==> src/psr_pkg.sv <==
// constants and types shared by the shift register and its command fifo
package psr_pkg;

  // ************************************************************
  // register geometry
  // ************************************************************
  localparam int unsigned STAGES     = 8;
  localparam int unsigned TAP_LO     = 5;
  localparam int unsigned TAP_W      = 3;
  localparam int unsigned FILL_W     = 4;
  localparam logic [3:0]  FILL_FULL  = 4'h8;
  localparam logic [3:0]  FILL_ONE   = 4'h1;
  localparam logic [3:0]  FILL_EMPTY = 4'h0;

  // ************************************************************
  // command word queued on each rising shift_clock edge that finds the fifo not full
  // ************************************************************
  localparam int unsigned CMD_W       = STAGES + 2;
  localparam int unsigned CMD_PAR_LO  = 0;
  localparam int unsigned CMD_SER_BIT = STAGES;
  localparam int unsigned CMD_LD_BIT  = STAGES + 1;
  localparam int unsigned FIFO_DEPTH  = 4;

  // ************************************************************
  // core states
  // ************************************************************
  typedef enum logic [1:0] {
    ST_IDLE  = 2'h0,
    ST_APPLY = 2'h1
  } psr_state_t;

endpackage : psr_pkg

==> src/psr_fifo.sv <==
// small synchronous fifo with valid/ready on both sides
`timescale 1ns/100ps

module psr_fifo #(
  parameter int unsigned WIDTH = 10,
  parameter int unsigned DEPTH = 4
) (
  input  wire logic             sys_clk,
  input  wire logic             rst_n,
  input  wire logic             in_valid,
  output logic                  in_ready,
  input  wire logic [WIDTH-1:0] in_data,
  output logic                  out_valid,
  input  wire logic             out_ready,
  output logic      [WIDTH-1:0] out_data
);

  localparam int unsigned PW = $clog2(DEPTH) + 1;

  typedef struct packed {
    logic [DEPTH-1:0][WIDTH-1:0] mem;
    logic [PW-1:0]               wr_ptr;
    logic [PW-1:0]               rd_ptr;
  } psr_fifo_st_t;

  psr_fifo_st_t st_q;
  psr_fifo_st_t st_d;
  logic         full;
  logic         empty;

  // ************************************************************
  // status and pointers
  // ************************************************************
  assign empty     = (st_q.wr_ptr == st_q.rd_ptr);
  assign full      = (st_q.wr_ptr[PW-2:0] == st_q.rd_ptr[PW-2:0]) && !empty;
  assign in_ready  = !full;
  assign out_valid = !empty;
  assign out_data  = st_q.mem[st_q.rd_ptr[PW-2:0]];

  always_comb
  begin
    st_d = st_q;
    if (in_valid && !full)
    begin
      st_d.mem[st_q.wr_ptr[PW-2:0]] = in_data;
      st_d.wr_ptr = st_q.wr_ptr + PW'(1);
    end
    if (out_ready && !empty)
    begin
      st_d.rd_ptr = st_q.rd_ptr + PW'(1);
    end
  end

  always_ff @(posedge sys_clk or negedge rst_n)
  begin
    if (!rst_n)
    begin
      st_q.wr_ptr <= '0;
      st_q.rd_ptr <= '0;
    end
    else
    begin
      st_q <= st_d;
    end
  end

endmodule // psr_fifo

==> src/psr_shift_reg.sv <==
// eight-stage shift register with parallel load and three buffered taps
`timescale 1ns/100ps

// Summary of operation
// RL1 - eight stages, changed only on clock edges
// RL2 - act on rising shift clock edge only
// RL3 - select low: shift toward last, serial in
// RL4 - select high: load all eight parallel inputs
// RL5 - only stages five to seven are outputs
// RL6 - first serial bit reaches tap five after six
// RL7 - falling edge leaves taps unchanged
// RL8 - no reset of stage contents
module psr_shift_reg #(
  parameter int unsigned DEPTH = psr_pkg::FIFO_DEPTH
) (
  input  wire logic                                 sys_clk,
  input  wire logic                                 rstn,
  input  wire logic                                 shift_clock,
  input  wire logic                                 load_select,
  input  wire logic                                 serial_in,
  input  wire logic [psr_pkg::STAGES-1:0]           parallel_in,
  output logic                                      edge_ready,
  output logic                                      overrun,
  output logic      [psr_pkg::TAP_W-1:0]            tap_out,
  output logic                                      tap_valid,
  input  wire logic                                 tap_ready,
  output logic                                      stages_full
);

  typedef struct packed {
    logic                           clk_prev;
    psr_pkg::psr_state_t            state;
    logic [psr_pkg::CMD_W-1:0]      cmd;
    logic [psr_pkg::STAGES-1:0]     stages;
    logic [psr_pkg::FILL_W-1:0]     fill;
    logic                           overrun;
    logic                           tap_valid;
  } psr_core_st_t;

  psr_core_st_t                   st_q;
  psr_core_st_t                   st_d;
  logic [1:0]                     rst_sync_q;
  logic                           rst_n;
  logic                           rise;
  logic                           push_ready;
  logic                           pop_valid;
  logic                           pop;
  logic [psr_pkg::CMD_W-1:0]      push_data;
  logic [psr_pkg::CMD_W-1:0]      pop_data;

  // ************************************************************
  // reset release through two flip-flops
  // ************************************************************
  always_ff @(posedge sys_clk or negedge rstn)
  begin
    if (!rstn)
    begin
      rst_sync_q <= 2'h0;
    end
    else
    begin
      rst_sync_q <= {rst_sync_q[0], 1'b1};
    end
  end

  assign rst_n = rst_sync_q[1];

  // ************************************************************
  // edge detection and command queue
  // ************************************************************
  // only a low-to-high step of shift_clock queues a command
  assign rise      = shift_clock && !st_q.clk_prev; // [RL2] [RL7]
  assign push_data = {load_select, serial_in, parallel_in};
  assign pop       = (st_q.state == psr_pkg::ST_IDLE) && pop_valid && tap_ready;

  psr_fifo #(
    .WIDTH (psr_pkg::CMD_W),
    .DEPTH (DEPTH)
  ) u_cmd_fifo (
    .sys_clk   (sys_clk),
    .rst_n     (rst_n),
    .in_valid  (rise),
    .in_ready  (push_ready),
    .in_data   (push_data),
    .out_valid (pop_valid),
    .out_ready (pop),
    .out_data  (pop_data)
  );

  // ************************************************************
  // core next state
  // ************************************************************
  always_comb
  begin
    st_d           = st_q;
    st_d.clk_prev  = shift_clock;
    st_d.tap_valid = 1'b0;
    // an edge that finds the queue full is lost and remembered
    if (rise && !push_ready)
    begin
      st_d.overrun = 1'b1;
    end
    case (st_q.state)
      psr_pkg::ST_IDLE:
      begin
        if (pop)
        begin
          st_d.cmd   = pop_data;
          st_d.state = psr_pkg::ST_APPLY;
        end
      end
      psr_pkg::ST_APPLY:
      begin
        if (st_q.cmd[psr_pkg::CMD_LD_BIT])
        begin
          // all eight stages taken at once
          st_d.stages = st_q.cmd[psr_pkg::CMD_PAR_LO +: psr_pkg::STAGES]; // [RL4]
          st_d.fill   = psr_pkg::FILL_FULL;
        end
        else
        begin
          // stage i takes stage i-1, stage 0 takes the serial bit
          st_d.stages = {st_q.stages[psr_pkg::STAGES-2:0],
                         st_q.cmd[psr_pkg::CMD_SER_BIT]}; // [RL3] [RL6]
          if (st_q.fill != psr_pkg::FILL_FULL)
          begin
            st_d.fill = st_q.fill + psr_pkg::FILL_ONE;
          end
        end
        st_d.tap_valid = 1'b1;
        st_d.state     = psr_pkg::ST_IDLE;
      end
      default:
      begin
        st_d.state = psr_pkg::ST_IDLE;
      end
    endcase
  end

  // ************************************************************
  // state register
  // ************************************************************
  // stage contents carry no reset; they hold through reset [RL8]
  always_ff @(posedge sys_clk or negedge rst_n)
  begin
    if (!rst_n)
    begin
      st_q.clk_prev  <= 1'b1;
      st_q.state     <= psr_pkg::ST_IDLE;
      st_q.cmd       <= '0;
      st_q.fill      <= psr_pkg::FILL_EMPTY;
      st_q.overrun   <= 1'b0;
      st_q.tap_valid <= 1'b0;
    end
    else
    begin
      st_q <= st_d; // [RL1]
    end
  end

  // ************************************************************
  // outputs
  // ************************************************************
  assign tap_out     = st_q.stages[psr_pkg::TAP_LO +: psr_pkg::TAP_W]; // [RL5]
  assign tap_valid   = st_q.tap_valid;
  assign edge_ready  = push_ready;
  assign overrun     = st_q.overrun;
  assign stages_full = (st_q.fill == psr_pkg::FILL_FULL);

endmodule // psr_shift_reg

==> config.mk <==
export PLATFORM = sky130hd
export DESIGN_NAME = psr_shift_reg
export DESIGN_NICKNAME = d
export VERILOG_FILES = /design/src/psr_pkg.sv /design/src/psr_fifo.sv /design/src/psr_shift_reg.sv
export SDC_FILE = /design/constraint.sdc
export NUM_CORES = 1
export LEC_CHECK = 0
export CAP_MARGIN = 5
export CORE_MARGIN = 4
export CORE_UTILIZATION = 45
export DETAILED_ROUTE_END_ITERATION = 8
export DONT_BUFFER_PORTS = 1
export SYNTH_ARGS = -nofsm -noshare
export SYNTH_HDL_FRONTEND = slang
export SYNTH_SLANG_ARGS = --single-unit
export TNS_END_PERCENT = 50
==> constraint.sdc <==
create_clock -name sys_clk -period 0.9 [get_ports sys_clk]
set_input_delay 0.09 -clock sys_clk [delete_from_list [all_inputs] [get_ports sys_clk]]
set_output_delay 0.09 -clock sys_clk [all_outputs]
set_load 0.05 [all_outputs]
==> run summary <==
STA
---------------------------------------------------------------------------------
Count of pins over their slew limit                                             0
Total count of hold-check failures in the final report                          0
Setup Viol. Count Final                                                        85
Fraction of the cycle the final worst path needs                             175%
Setup tns final                                                         -41510 ps
Min Tclk post-route                                                       1570 ps
Top achievable clock speed                                              0.636 GHz
RSZ-0062 raised after global routing                                         true
Clock Skews                                                               5.17 ps
Post-layout worst setup margin                                            -671 ps
Worst hold margin                                                         38.9 ps

DIE
---------------------------------------------------------------------------------
Initial standard-cell utilization of the core                               47.2%
Overall die height                                                        90.3 um
Top-Level Pins                                                                 21
Number of rows in the core area                                                29
Core area                                                               6460 um^2
Die Span X                                                                90.3 um
Floorplan die area                                                      8150 um^2

POWER AND IR DROP
---------------------------------------------------------------------------------
Pwr Total                                                                 13.7 mW
Peak ir drop on the vdd network                                           1350 uV
Leakage power figure                                                      1.47 nW
Ratio of total power to cell area                                    3520 nW/um^2

SYNTH
---------------------------------------------------------------------------------
Synthesized instance count                                                    162
Share of Yosys cell area claimed by the top area cell type                  47.3%
Average cell area after synthesis                                       18.8 um^2
Biggest area contributors in the synthesized netlist                 sky130_fd_sc_hd__edfxtp_1, sky130_fd_sc_hd__dfrtp_1, sky130_fd_sc_hd__mux4_2
Synthesized netlist net count                                                 183
Count of warnings emitted by yosys                                              0
Unique masters post-synth                                                      37
Synth Cell Area                                                         3050 um^2
Cell taking the most area after synthesis                            sky130_fd_sc_hd__edfxtp_1
Register area share after synthesis                                         68.7%
Count of state elements after synthesis                                        74

GLOBAL ROUTING
---------------------------------------------------------------------------------
Met1 layer usage reported by global route                                   18.4%
Leftover overflow at the end of global routing                                  0
Global-route usage over all layers                                          14.4%
Initial antenna violation count                                                 0
Met2 usage                                                                  22.7%
First-pass GRT wire length                                                8800 um
Met3 usage                                                                  3.50%
Global route hottest layer                                                   met2
Largest net degree at the start of global routing                              25
Vias in the first global route                                               1673

FINAL LAYOUT
---------------------------------------------------------------------------------
Final std cell area, no fill                                            3890 um^2
Leading cell type in the layout, fill and taps excluded              sky130_fd_sc_hd__edfxtp_1
Final core utilization                                                      60.3%
Most used cells in the layout excluding fill and tap cells           sky130_fd_sc_hd__edfxtp_1, sky130_fd_sc_hd__buf_4, sky130_fd_sc_hd__dfrtp_1
Antenna diode count                                                             0
Proportion of layout cells with a drive suffix above 1                      50.0%
Number of nets in the finished design                                         234
Area growth from synthesis to layout                                        27.9%

PLACEMENT
---------------------------------------------------------------------------------
Instance area at placement                                              3410 um^2
Final estimated routing congestion in global placement                      0.701
Number of buffers added on ports                                                0
Post-detail-place hpwl                                                    3420 um

CLOCK NETWORK
---------------------------------------------------------------------------------
Root buffer cell                                                     sky130_fd_sc_hd__clkbuf_8
Count of clock tree sinks                                                      74
Number of H-tree levels                                                         3
CTS Buffer Depth                                                                2
TritonCTS clock tree                                                          yes
Clock latency on the worst-skew pair                                       340 ps
TritonCTS buffer count                                                          9
Clock slew seen by the registers of the worst setup and hold paths          80 ps

OUTCOME
---------------------------------------------------------------------------------
Violations in the final reports                                      setup timing
Outcome                                                              finished with violations

SETUP PATH
---------------------------------------------------------------------------------
Data required, critical path                                               950 ps
Crit path max fanout                                                           10
Startpoint class of the critical path                                   flip-flop
Arrival time of the worst setup path                                      1620 ps
CP endpoint kind                                                        flip-flop
Startpoint-to-endpoint class of the critical path                      reg -> reg

DRT
---------------------------------------------------------------------------------
Total iterations of the first detailed-routing run                              4
DR vias                                                                      1504
# DRC                                                                           0
Routed length per instance                                                17.8 um
Total routed wirelength                                                   5260 um
Number of nets with antenna violations after detailed routing                   0
Average vias per placed instance                                             5.10
Detailed Route Iter0 Violations                                                68

WORST HOLD PATH
---------------------------------------------------------------------------------
Worst min-delay path category                                           in -> reg

RUN
---------------------------------------------------------------------------------
Count of max-cap constraint violations                                          0

-- power by group --
part / internal [mW] / switching (mW) / leakage, nW
Sequential: 4.49 / 0.632 / 0.730
Clock: 1.33 / 1.32 / 0.0988
Combinational: 3.39 / 2.55 / 0.643
Total: 9.20 / 4.50 / 1.47
-- kinds of logic after synthesis --
logic type | share of synthesized area, %
flip-flops | 68.7
multiplexers | 16.3
buffers and inverters | 2.83
AND/OR/NAND/NOR | 2.79
AO/OA/AOI/OAI | 3.57
XOR/XNOR | 2.79
adder cells (fa/ha/maj) | 2.88
other | 0.123
-- worst max-delay path, stage by stage (launching register included) --
cell and delay, ps:
sky130_fd_sc_hd__dfrtp_2 480, sky130_fd_sc_hd__xnor2_4 200, sky130_fd_sc_hd__a31oi_4 260, sky130_fd_sc_hd__and3_4 340
-- what timing repair did --
action,CTS,global route
hold buffers,13,0
gates resized for setup,27,8
setup endpoints to repair,85,85
pin swaps,8,4
endpoints found under the hold margin,43,0
setup buffers,2,2
-- cell usage after synthesis, drive strengths merged --
master	number
and3b	1
nand3	1
o22a	1
o21bai	1
buf	6
a31oi	2
ha	7
xnor2	4
and2	1
o22ai	1
a311oi	2
dfstp	1
o41ai	1
o31ai	1
nor2	1
xor2	4
and3	5
clkbuf	2
nand2b	3
a22o	1
mux4	10
nand3b	1
inv	7
nand2	1
dfrtp	25
edfxtp	48
mux2	21
o21ai	2
conb	1
-- flip-flops by register name, summed over array words and instances (netlist names) --
register,flops
tap_valid,1
tap_out,3
u_cmd_fifo.st_q,46
overrun,1
rst_sync_q,2
st_q,21
-- path summary, 6_finish.rpt --
kind                                        to          startpoint  slack [ps]  depth (start not counted)
hold / removal                         overrun         shift_clock          40                          2
setup reg to reg           u_cmd_fifo.st_q[11]  u_cmd_fifo.st_q[0]        -670                          3
setup / recovery           u_cmd_fifo.st_q[11]  u_cmd_fifo.st_q[0]        -670                          3
max in group asynchronous             st_q[26]       rst_sync_q[1]         240                          1
hold reg to reg                  rst_sync_q[1]       rst_sync_q[0]         350                          0
min in group asynchronous            tap_valid       rst_sync_q[1]         370                          1
-- cell type report --
| type | instances | area [um^2] |
|---|---|---|
| clock buffer | 9 | 124 |
| clock inverter | 7 | 82.6 |
| fill | 479 | 2560 |
| inverter | 7 | 26.3 |
| multi-input combinational | 73 | 982 |
| sequential | 74 | 2100 |
| tap | 77 | 96.3 |
| timing repair buffer | 48 | 479 |
-- routing by layer --
layer / wire length, um / share of wire (%) / up-vias
met1: 2380 / 45 / 746
met4: 136 / 2.6 / 0
met2: 2610 / 50 / 30
met3: 140 / 2.7 / 11
li1: - / - / 717
met5: 0 / 0 / -
-- through the flow --
| stage | instances | setup slack, ps |
|---|---|---|
| global placement | 262 | -655 |
| finish | 295 | -671 |
| floorplan | 162 | -569 |
| detailed placement | 262 | -696 |
| CTS | 293 | -703 |
| global route | 295 | -749 |
Note: power is estimated with default switching activity, not from simulation.
